File: config.mk
export PLATFORM = sky130hd
export DESIGN_NAME = rdr_diag_record
export DESIGN_NICKNAME = d
export VERILOG_FILES = /design/src/pkg/rdr_pkg.sv /design/src/hdl/rdr_diag_record.sv
export SDC_FILE = /design/constraint.sdc
export NUM_CORES = 1
export LEC_CHECK = 0
export ABC_AREA = 1
export BUFFER_PORTS_ARGS = -buffer_cell sky130_fd_sc_hd__buf_2
export CAP_MARGIN = 20
export CORE_UTILIZATION = 66
export CTS_BUF_LIST = sky130_fd_sc_hd__clkbuf_8
export DETAILED_ROUTE_END_ITERATION = 8
export PLACE_DENSITY_LB_ADDON = 0.08
export SKIP_CTS_REPAIR_TIMING = 1
export SYNTH_ARGS = -nofsm -noshare
export SYNTH_HDL_FRONTEND = slang
export SYNTH_SLANG_ARGS = --single-unit
File: constraint.sdc
create_clock -name CLK -period 23.8 [get_ports CLK]
set_clock_uncertainty 0.2 [all_clocks]
set_input_delay 4.76 -clock CLK [delete_from_list [all_inputs] [get_ports CLK]]
set_output_delay 4.76 -clock CLK [all_outputs]
set_load 0.02 [all_outputs]
File: src/pkg/rdr_pkg.sv
// Constants and types for the RTD range and diagnostic record block
package rdr_pkg;
    // Clock and microsecond ticker timing
    localparam int          CLK_NS      = 100;
    localparam int          US_NS       = 1000;
    localparam int          US_CYC      = US_NS / CLK_NS;
    // Access routes on the read port
    localparam logic [1:0]  ROUTE_DS    = 2'h0;
    localparam logic [1:0]  ROUTE_CAN   = 2'h1;
    localparam logic [1:0]  ROUTE_ECAT  = 2'h2;
    // Record set numbers, object indices and subindices
    localparam logic [15:0] DS_SHORT    = 16'h0000;
    localparam logic [15:0] DS_FULL     = 16'h0001;
    localparam logic [15:0] IX_SHORT    = 16'h2F00;
    localparam logic [15:0] IX_FULL     = 16'h2F01;
    localparam logic [15:0] IX_ECAT     = 16'h5005;
    localparam logic [7:0]  SX_FIRST    = 8'h02;
    localparam logic [7:0]  SX_RSV_LAST = 8'h11;
    localparam logic [7:0]  SX_STAMP    = 8'h13;
    // Record layout in bytes
    localparam logic [4:0]  SHORT_LEN   = 5'h04;
    localparam logic [4:0]  REC_LEN     = 5'h14;
    localparam logic [4:0]  STAMP_POS   = 5'h10;
    // Fixed descriptor and reset values
    localparam logic [7:0]  MOD_CLASS   = 8'h15;
    localparam logic [7:0]  CHAN_KIND   = 8'h71;
    localparam logic [7:0]  FLAG_COUNT  = 8'h08;
    localparam logic [7:0]  CHAN_COUNT  = 8'h04;
    localparam logic [7:0]  ERR_RST     = 8'h00;
    // Summary byte bit positions
    localparam int          A_MODFAIL   = 0;
    localparam int          A_INT       = 1;
    localparam int          A_EXT       = 2;
    localparam int          A_CHAN      = 3;
    localparam int          A_AUX       = 4;
    localparam int          A_PARAM     = 7;
    localparam int          D_COMM      = 4;
    // Channel fault byte bit positions
    localparam int          C_PARAM     = 0;
    localparam int          C_WIRE      = 4;
    localparam int          C_UNDER     = 6;
    localparam int          C_OVER      = 7;
    // Function codes: off, and code groups (code bits 7:3)
    localparam logic [7:0]  FN_OFF      = 8'hFF;
    localparam logic [4:0]  FN_LIN_2W   = 5'h12;
    localparam logic [4:0]  FN_LIN_3W   = 5'h13;
    localparam logic [4:0]  FN_LIN_4W   = 5'h14;
    localparam logic [4:0]  FN_STD_2W   = 5'h1A;
    localparam logic [4:0]  FN_STD_3W   = 5'h1B;
    localparam logic [4:0]  FN_STD_4W   = 5'h1C;
    localparam logic [2:0]  FN_SUB_MAX  = 3'h2;
    // Digital spans and limits
    localparam logic [15:0] SPAN_LO     = 16'h1770;
    localparam logic [15:0] SPAN_HI     = 16'h7530;
    localparam logic [15:0] SPAN_STD    = 16'h6C00;
    localparam logic [15:0] OVR_LIM     = 16'h7EFF;
    localparam int          RAW_FS_BITS = 14;
    localparam logic [15:0] RAW_OVR     = 16'h4B43;
    // Range kind decoded from a function code
    typedef enum logic [1:0] {
        K_OFF = 2'b00,
        K_LIN = 2'b01,
        K_STD = 2'b10,
        K_BAD = 2'b11
    } rdr_kind_t;
endpackage

File: src/hdl/rdr_diag_record.sv
// Diagnostic record, range decode and scaling for a four-channel RTD input
//
// Functional notes
// - Record set 01h full, 00h first four bytes
// - Index 2F01h full record, 2F00h first four
// - EtherCAT index 5005h, subindex 02h to 11h and 13h
// - No diagnostic interrupt; record polled only
// - Error lights channel indicator and is recorded
// - Report parameter, overrange and underrange errors
// - Summary bits: failure, internal, external, channel
// - Summary bit 4 aux supply; 6:5 reserved
// - Summary bit 7 on bad parameters
// - Fixed descriptor bytes 15h, 71h, 08h, 04h
// - Four channel bytes, then four zero bytes
// - Codes 9xh/A0h scale to 6000 or 30000
// - Codes Dxh/E0h scale to 27648, limit 32511
// - Function code FFh switches channel off
// - Channel bits: param, wire, under, over
// - Microsecond counter stamped on each diagnostic
`timescale 1ns/1ns
module rdr_diag_record
    import rdr_pkg::*;
(
    input  wire logic        CLK,
    input  wire logic        ARST_N,
    input  wire logic        RD_REQ,
    input  wire logic [1:0]  RD_ROUTE,
    input  wire logic [15:0] RD_SEL,
    input  wire logic [7:0]  RD_SUB,
    input  wire logic [4:0]  RD_BYTE,
    output logic             RD_ACK,
    output logic [7:0]       RD_DATA,
    output logic             RD_ERR,
    input  wire logic        FN_WE,
    input  wire logic [1:0]  FN_CH,
    input  wire logic [7:0]  FN_CODE,
    input  wire logic        MEAS_STB,
    input  wire logic [1:0]  MEAS_CH,
    input  wire logic [15:0] MEAS_RAW,
    input  wire logic        AUX_MISSING,
    input  wire logic        MOD_FAIL,
    input  wire logic        COMM_FAULT,
    input  wire logic [3:0]  WIRE_BREAK,
    output logic             VAL_STB,
    output logic [1:0]       VAL_CH,
    output logic [15:0]      VAL_DATA,
    output logic [3:0]       CH_LED
);

    // Whole state of the block in one register: pin synchronisers, live
    // fault bytes, ticker, stamp and the registered read and value outputs.
    // One packed struct keeps reset and next-state handling uniform.
    typedef struct packed {
        logic [2:0]      aux_s;
        logic [2:0]      mf_s;
        logic [2:0]      cf_s;
        logic [2:0][3:0] wb_s;
        logic            aux;
        logic            mf;
        logic            cf;
        logic [3:0]      wb;
        logic [3:0][7:0] fn;
        logic [3:0][7:0] chf;
        logic [7:0]      err_a;
        logic [7:0]      err_d;
        logic [3:0]      pre;
        logic [31:0]     us;
        logic [31:0]     stamp;
        logic            ack;
        logic            err;
        logic [7:0]      rdata;
        logic            vstb;
        logic [1:0]      vch;
        logic [15:0]     val;
        logic [3:0]      led;
    } rdr_state_t;

    rdr_state_t state_reg;
    rdr_state_t state_next;

    // Range kind of a function code; shared by flag and conversion paths.
    // Codes outside the wiring groups, or with a sub-code above two, are
    // refused as parameter errors rather than converted on a guess.
    function automatic rdr_kind_t fn_kind(input logic [7:0] code);
        rdr_kind_t k;
        k = K_BAD;
        if (code == FN_OFF) begin
            k = K_OFF;
        end else if (code[2:0] <= FN_SUB_MAX) begin
            case (code[7:3])
                FN_LIN_2W, FN_LIN_3W, FN_LIN_4W: k = K_LIN;
                FN_STD_2W, FN_STD_3W, FN_STD_4W: k = K_STD;
                default:                         k = K_BAD;
            endcase
        end
        return k;
    endfunction

    logic [REC_LEN*8-1:0] rec;
    logic [7:0]           channel_group_fault_map;
    logic [7:0]           new_a;
    logic [7:0]           new_d;
    logic [7:0]           f;
    logic [3:0]           any_ext;
    logic [15:0]          raw_c;
    logic [15:0]          span;
    logic [31:0]          prod;
    logic [15:0]          scaled;
    rdr_kind_t            k;
    logic                 full;
    logic                 short_rec;
    logic [4:0]           pos;
    logic                 in_map;
    logic [4:0]           limit;

    // Next-state logic
    // Defaults come first so that no path infers a latch; every field keeps
    // its value unless a branch below updates it.
    always_comb begin
        state_next = state_reg;
        rec        = '0;
        channel_group_fault_map      = '0;
        new_a      = '0;
        new_d      = '0;
        f          = '0;
        any_ext    = '0;
        raw_c      = '0;
        span       = '0;
        prod       = '0;
        scaled     = '0;
        k          = K_OFF;
        full       = 1'b0;
        short_rec  = 1'b0;
        pos        = '0;
        in_map     = 1'b0;
        limit      = '0;

        // Pin synchronisers: a level is taken once stages two and three agree
        // Three stages guard against metastability, and the agreement test
        // filters a single-cycle glitch at the cost of four edges.
        state_next.aux_s = {state_reg.aux_s[1:0], AUX_MISSING};
        state_next.mf_s  = {state_reg.mf_s[1:0], MOD_FAIL};
        state_next.cf_s  = {state_reg.cf_s[1:0], COMM_FAULT};
        state_next.wb_s  = {state_reg.wb_s[1:0], WIRE_BREAK};
        if (state_reg.aux_s[1] == state_reg.aux_s[2]) begin
            state_next.aux = state_reg.aux_s[2];
        end
        if (state_reg.mf_s[1] == state_reg.mf_s[2]) begin
            state_next.mf = state_reg.mf_s[2];
        end
        if (state_reg.cf_s[1] == state_reg.cf_s[2]) begin
            state_next.cf = state_reg.cf_s[2];
        end
        for (int i = 0; i < 4; i++) begin
            if (state_reg.wb_s[1][i] == state_reg.wb_s[2][i]) begin
                state_next.wb[i] = state_reg.wb_s[2][i];
            end
        end

        // Free-running microsecond ticker, wraps through zero
        // The wrap raises no flag, so a reader comparing two stamps must
        // allow for it; the prescaler counts clock cycles per microsecond.
        if (state_reg.pre == 4'(US_CYC - 1)) begin
            state_next.pre = '0;
            state_next.us  = state_reg.us + 32'h00000001;
        end else begin
            state_next.pre = state_reg.pre + 4'h1;
        end

        // Function code parameter write
        // The new code is seen in the same cycle by the fault and value paths.
        if (FN_WE) begin
            state_next.fn[FN_CH] = FN_CODE;
        end

        // Channel fault bytes follow the current code, pins and last sample
        // Flags are live, not sticky: with no clear path a latched flag could
        // never be retired, so an off channel simply reads all zero.
        for (int i = 0; i < 4; i++) begin
            f = state_reg.chf[i];
            case (fn_kind(state_next.fn[i]))
                K_OFF: f = ERR_RST;
                K_BAD: begin
                    f = ERR_RST;
                    f[C_PARAM] = 1'b1;
                end
                default: begin
                    f[C_PARAM] = 1'b0;
                    f[C_WIRE]  = state_next.wb[i];
                    if (MEAS_STB && (MEAS_CH == 2'(i))) begin
                        f[C_UNDER] = MEAS_RAW[15];
                        f[C_OVER]  = !MEAS_RAW[15] && (MEAS_RAW > RAW_OVR);
                    end
                end
            endcase
            state_next.chf[i] = f;
            channel_group_fault_map[i]          = (f != ERR_RST);
            any_ext[i]        = f[C_WIRE] | f[C_UNDER] | f[C_OVER];
            state_next.led[i] = (f != ERR_RST);
        end

        // Conversion; a bad or off channel produces no value
        // The raw sample is clamped before scaling, so the product always
        // fits 32 bits and the overrange value is reached, not wrapped.
        k     = fn_kind(state_next.fn[MEAS_CH]);
        raw_c = MEAS_RAW[15] ? 16'h0000 : ((MEAS_RAW > RAW_OVR) ? RAW_OVR : MEAS_RAW);
        span  = (k == K_STD) ? SPAN_STD : (state_next.fn[MEAS_CH][1] ? SPAN_HI : SPAN_LO);
        prod  = raw_c * span;
        scaled = prod[RAW_FS_BITS+15:RAW_FS_BITS];
        if ((k == K_STD) && (scaled > OVR_LIM)) begin
            scaled = OVR_LIM;
        end
        state_next.vstb = MEAS_STB && ((k == K_LIN) || (k == K_STD));
        if (state_next.vstb) begin
            state_next.vch = MEAS_CH;
            state_next.val = scaled;
        end

        // Summary bytes; bits 6:5 stay zero
        new_d[D_COMM]    = state_next.cf;
        new_a[A_MODFAIL] = state_next.mf;
        new_a[A_INT]     = (new_d != ERR_RST);
        new_a[A_EXT]     = state_next.aux | (|any_ext);
        new_a[A_CHAN]    = (channel_group_fault_map != ERR_RST);
        new_a[A_AUX]     = state_next.aux;
        for (int i = 0; i < 4; i++) begin
            new_a[A_PARAM] = new_a[A_PARAM] | state_next.chf[i][C_PARAM];
        end
        state_next.err_a = new_a;
        state_next.err_d = new_d;

        // A newly raised fault stamps the ticker value
        // Only rising bits count, so a standing fault does not move the stamp.
        if (((new_a & ~state_reg.err_a) != ERR_RST) ||
            ((new_d & ~state_reg.err_d) != ERR_RST) ||
            ((state_next.chf & ~state_reg.chf) != '0)) begin
            state_next.stamp = state_reg.us;
        end

        // Record image, byte 0 lowest; ticker sent most significant first
        rec = {state_reg.stamp[7:0], state_reg.stamp[15:8],
               state_reg.stamp[23:16], state_reg.stamp[31:24],
               32'h00000000, state_reg.chf, channel_group_fault_map, CHAN_COUNT, FLAG_COUNT,
               CHAN_KIND, state_reg.err_d, ERR_RST, MOD_CLASS,
               state_reg.err_a};

        // Read decode per route; no interrupt, the head module polls
        // A refused access still answers, with the error bit and zero data,
        // so the poller never waits on a missing acknowledge.
        case (RD_ROUTE)
            ROUTE_DS: begin
                full      = (RD_SEL == DS_FULL);
                short_rec = (RD_SEL == DS_SHORT);
                pos       = RD_BYTE;
            end
            ROUTE_CAN: begin
                full      = (RD_SEL == IX_FULL);
                short_rec = (RD_SEL == IX_SHORT);
                pos       = RD_BYTE;
            end
            ROUTE_ECAT: begin
                in_map = (RD_SEL == IX_ECAT);
                if (in_map && (RD_SUB >= SX_FIRST) && (RD_SUB <= SX_RSV_LAST)) begin
                    full = 1'b1;
                    pos  = 5'(RD_SUB - SX_FIRST);
                end else if (in_map && (RD_SUB == SX_STAMP)) begin
                    full = 1'b1;
                    pos  = STAMP_POS + {3'h0, RD_BYTE[1:0]};
                end
            end
            default: full = 1'b0;
        endcase
        limit = full ? REC_LEN : (short_rec ? SHORT_LEN : 5'h00);
        state_next.ack = RD_REQ;
        if (RD_REQ) begin
            state_next.err   = (pos >= limit);
            state_next.rdata = (pos >= limit) ? ERR_RST : rec[pos*8 +: 8];
        end
    end

    // State register; channels power up switched off
    // Starting off avoids false range faults before the head module configures.
    always_ff @(posedge CLK or negedge ARST_N) begin
        if (!ARST_N) begin
            state_reg       <= '0;
            state_reg.fn    <= {4{FN_OFF}};
            state_reg.err_a <= ERR_RST;
            state_reg.err_d <= ERR_RST;
        end else begin
            state_reg <= state_next;
        end
    end

    // Outputs straight from the state register
    // No logic sits after the flops, so the pins carry no combinational glitches.
    assign RD_ACK   = state_reg.ack;
    assign RD_DATA  = state_reg.rdata;
    assign RD_ERR   = state_reg.err;
    assign VAL_STB  = state_reg.vstb;
    assign VAL_CH   = state_reg.vch;
    assign VAL_DATA = state_reg.val;
    assign CH_LED   = state_reg.led;

endmodule

After elaboration in Yosys (flattened, before gate mapping)
Cells that the tools add are included.
{ "word_totals": {"input_bits": 71, "elab_cells": 239, "output_inout_bits": 33, "reg_bits": 199} }
{ "op_classes": {"addsub": 4, "eq_ne": 59, "n_mul": 1, "n_mux": 68, "bitwise": 18, "n_reduce_logical": 46, "order_cmp": 13, "n_shift": 1} }
{ "ops": {"columns": ["cell", "n"], "rows": [
  ["$shiftx A160 B9 Y8", 1],
  ["$eq A5 B5 Y1 const B", 30],
  ["$mux W15", 4],
  ["$reduce_bool A8 Y1", 6],
  ["$eq A8 B8 Y1 const B", 5],
  ["$mux W2", 18],
  ["$add A32 B1 Y32 const B", 1],
  ["$and A32 B32 Y32", 1],
  ["$bwmux W32", 1],
  ["$eq A16 B14 Y1 const B", 2],
  ["$gt A16 B15 Y1 const B", 2],
  ["$mux W32", 1],
  ["$not A32 Y32", 1],
  ["$reduce_bool A32 Y1", 1],
  ["$mul A15 B15 Y30", 1],
  ["$reduce_or A3 Y1", 10],
  ["$mux W8", 3],
  ["$mux W1", 21],
  ["$pmux W2 S2", 5],
  ["$bmux W8 S2", 1],
  ["$demux W8 S2", 1],
  ["$eq A16 B1 Y1 const B", 1],
  ["$eq A16 B15 Y1 const B", 1],
  ["$eq A2 B2 Y1 const B", 8],
  ["other kinds (33)", 84]
]} }

Depth between registers and ports, before layout
{ "depth": {"word_depth": 22, "depth_mapped": 49, "depth_no_buf": 46} }

Least setup slack after synthesis
No wires, ideal clock.
{ "synth_path": {"path_kind": "input-to-reg", "startpoint": "in FN_WE", "endpoint": "reg state_reg, in the netlist VAL_DATA[4]", "n_path_buf": 4, "setup_time_ps": 73, "t_required_ps": 23527, "arrival_ps": 12097, "path_slack_ps": 11430, "stages": 42, "cell_sequence": "inv_2 nor2_4 nand2_4 clkbuf_1 o21ai_0 o22ai_1 a221oi_1 o21bai_1 inv_1 o31ai_1 ha_1 nor2_4 buf_6 inv_1 clkbuf_1 nand2_1 fa_1 inv_1 [6 not listed] ha_1 ha_1 nand2_1 inv_1 a21oi_1 nor2_1 nor2_1 inv_1 a21oi_1 nand3_1 nand2_1 nand3_1 nor2_1 nand4_1 nand2_2 nand2_4 buf_6 a21oi_2"} }
{ "synth_between": {"elab_chain_len": 14} }
{ "synth_rtl": {"columns": ["item", "line_no", "text"], "rows": [
  ["start, declared", "rdr_diag_record.sv:34", "input wire logic FN_WE,"],
  ["$mux W32 (*)", "rdr_diag_record.sv:172", "if (FN_WE) begin"],
  ["$bmux W8 S2 (*)", "rdr_diag_record.sv:205, rdr_diag_record.sv:207", null],
  ["$mux W8 (not written as such) (*)", "rdr_diag_record.sv:207", "span = (k == K_STD) ? SPAN_STD : (state_next.fn[MEAS_CH][1] ? SPAN_HI : SPAN_LO);"],
  ["$eq A5 B5 Y1", "rdr_diag_record.sv:90", "case (code[7:3])"],
  ["$reduce_or A3 Y1", "rdr_diag_record.sv:90", null],
  ["$pmux W2 S2", "rdr_diag_record.sv:90", null],
  ["$mux W2", "rdr_diag_record.sv:89", "end else if (code[2:0] <= FN_SUB_MAX) begin"],
  ["$mux W2", "rdr_diag_record.sv:87", "if (code == FN_OFF) begin"],
  ["$eq A2 B2 Y1", "rdr_diag_record.sv:207, rdr_diag_record.sv:210, rdr_diag_record.sv:213", null],
  ["$mux W15", "rdr_diag_record.sv:207", null],
  ["$mul A15 B15 Y30", "rdr_diag_record.sv:208", "prod = raw_c * span;"],
  ["$gt A16 B15 Y1", "rdr_diag_record.sv:210", "if ((k == K_STD) && (scaled > OVR_LIM)) begin"],
  ["$logic_and A1 B1 Y1", "rdr_diag_record.sv:210", null],
  ["$mux W16", "rdr_diag_record.sv:210", null],
  ["end signal, assigned", "rdr_diag_record.sv:290", "state_reg <= state_next;"],
  ["end, declared", "rdr_diag_record.sv:78", "rdr_state_t state_reg;"]
]} }
Every way passes the cells marked *; elsewhere a longest branch is shown, timed or not. The select of a mux whose other input is x is not followed.
A chain may end at the register's enable or synchronous reset.

==> results.py <==
metrics = {
    "sta": {
        "fmax_mhz": 75.6,
        "slew_viol_final": 0,
        "timing.final.crit_share_pct": 55.6,
        "finalSetupTns_ps": 0,
        "whs_ps": 162,
        "hold_viol": 0,
        "setup_ws_ps": 10570,
        "max_slew_margin_pct": 24.5,
        "period_minus_slack_ps": 13230,
        "rsz0062_at_grt": "no",
        "worstMarginPinSlew_ps": 1130,
        "finalSetupViolCount": 0,
    },
    "synthesis": {
        "synthFlopType": "dfrtp_1",
        "synthDistinctLibCells": 62,
        "muxShareOfSynthArea_pct": 0.0739,
        "synth_compound_area_share_pct": 10.2,
        "synth_edf_count": 0,
        "ys_ff_latch": 196,
        "yosys.area_share.simple_pct": 19.6,
        "synth_top_family_by_area": "adder cells",
        "synthCells": 1839,
        "syn_avg_cell_area_um2": 8.29,
        "yosys_warnings": 0,
        "ys_seq_area_share_pct": 32.4,
        "synth_fa_ha_area_share_pct": 23.5,
        "synth-xor-area-share_pct": 2.18,
        "syn_area_mm2": 0.0152,
        "synth_nets": 2136,
        "async_reset_ff_share_pct": 100,
    },
    "routing": {
        "first_pass_iters": 8,
        "routed_wl_um": 35300,
        "ant_nets": 0,
        "viasPerCell": 5.50,
        "drc": 0,
        "drt_iter0_drc": 999,
        "route.detailed.wl_per_inst_um": 16.0,
        "num_vias": 12100,
    },
    "critical_path": {
        "end_kind": "register",
        "critPathCapture": "VAL_DATA[1]",
        "critPathSlowestCell": "fa_1",
        "crit_family": "adder cells",
        "required_ps": 24010,
        "worstReg2RegEnd": "VAL_DATA[1]",
        "arrival_ps": 13440,
        "worstReg2RegStart": "state_reg[177]",
        "rrSetupSlack_ps": 14940,
        "startpoint": "FN_CH[1]",
        "cp.depth": 37,
        "path_max_fanout": 29,
        "critPathLaunchType": "input pin",
        "crit_buf_inv": 8,
        "r2r.worst_path.cells": 35,
        "criticalPathCategory": "in2reg",
        "cpMostUsedCell": "inv_1",
        "critPathMaxStageDelay_ps": 530,
    },
    "die": {
        "core_area_mm2": 0.0226,
        "die_w_um": 154,
        "ioPinCount": 104,
        "floorplan.initialDensity_pct": 67.3,
        "rows": 55,
        "die-area_mm2": 0.0237,
        "die_h_um": 154,
    },
    "final_layout": {
        "stdcell_area_mm2": 0.0162,
        "areaGrowthSynthToFinish_pct": 6.44,
        "final_util_pct": 71.7,
        "fin_nets": 2202,
        "layout_common_cells": "inv_1 (377), nand2_1 (324), nor2_1 (180), dfrtp_1 (164), ha_1 (126)",
        "largest_reg_flops": 79,
        "layout-drive-gt1-share_pct": 12.4,
        "final_common_cell": "inv_1",
    },
    "clocking": {
        "numCtsBuffers": 17,
        "h-tree-depth": 4,
        "clk_latency_ps": 500,
        "cts_root_buf": "clkbuf_8",
        "numClockSinks": 196,
        "clockBufferDepth": 2,
        "clkTransAtPathRegs_ps": 110,
        "tritoncts": "yes",
    },
    "global_route": {
        "grt_pass1_wl_um": 59800,
        "overflow": 0,
        "grt_max_degree": 120,
        "track_usage_pct": 32.1,
        "antenna_found_initial": 2,
        "grt_pass1_vias": 12100,
    },
    "power": {
        "leakage_nw": 8.73,
        "vdd_ir_drop_max_v": 0.0000846,
        "powerDensity_mw_per_mm2": 97.1,
    },
    "status": {
        "outcome": "finished clean",
    },
    "job": {
        "drv_cap": 0,
    },
    "place": {
        "place.gp.congestion": 0.959,
        "dp_hpwl_um": 28400,
        "io_buffers": 103,
        "placed_cell_area_mm2": 0.0158,
        "pre_cts_slack_ps": 10240,
    },
    "min_path": {
        "hold_depth": 0,
        "hold_path.class": "reg2reg",
    },
}
-- power by group --
part           internal, mW  switching [mW]  leakage [nW]  total (mW)
Combinational         0.330           0.610          6.07       0.940
Sequential            0.378          0.0190          2.44       0.397
Clock                0.0863           0.151         0.222       0.238
Total                 0.794           0.781          8.73        1.58
-- through the flow --
stage	std cells	power, mW
2_1_floorplan	1839	1.10
5_1_grt	2204	1.72
6_report	2204	1.58
4_1_cts	2203	1.58
3_3_place_gp	2171	1.33
3_5_place_dp	2171	1.34
-- how the worst min path moves through the flow --
stage          slack, ps              end       startpoint
5_1_grt              170  state_next[208]  state_next[207]
3_3_place_gp         130  state_next[196]  state_next[192]
6_report             160  state_next[199]  state_next[195]
4_1_cts              160  state_next[199]  state_next[195]
2_1_floorplan        130  state_next[196]  state_next[192]
3_5_place_dp         140  state_next[199]  state_next[195]
-- kinds of logic (layout without fill, tap and decap cells) --
kind of cell	count (synthesis)	count (layout)
buffers and inverters	445	524
muxes	1	1
AOI/OAI and AO/OA	261	261
DFF	196	196
and+or+nand+nor	671	671
other	0	1
xor gates and xnor gates	38	38
adders and majority gates	227	227
-- cell usage after synthesis (all sizes together) (30+ instances only) --
master | count | share of area, %
a21oi | 78 | 2.8
buf | 47 | 2.2
dfrtp | 164 | 27
dfstp | 32 | 5.5
fa | 100 | 13
ha | 126 | 10
inv | 382 | 9.4
nand2 | 335 | 8.5
nand3 | 68 | 2.5
nand4 | 30 | 1.4
nor2 | 190 | 4.9
o21ai | 105 | 3.5
-- per-layer routing --
metal / vias to the layer above / part of all wire (%) / GRT usage, %
met2: 422 / 47 / 52.0
met1: 5720 / 45 / 44.6
li1: 5932 / - / -
met3: 57 / 6.1 / 4.79
met5: - / 0 / 0
met4: 0 / 2.2 / 10.6
-- final cells by class --
class | instances | area [µm²]
antenna | 1 | 2.50
inverter | 386 | 1450
fill | 1860 | 6420
timing repair buffer | 106 | 547
sequential | 196 | 4940
clock buffer | 17 | 234
multi-input combinational | 1198 | 8470
tap | 285 | 357
clock inverter | 15 | 216
No activity file was read; power rests on OpenSTA's default activity.
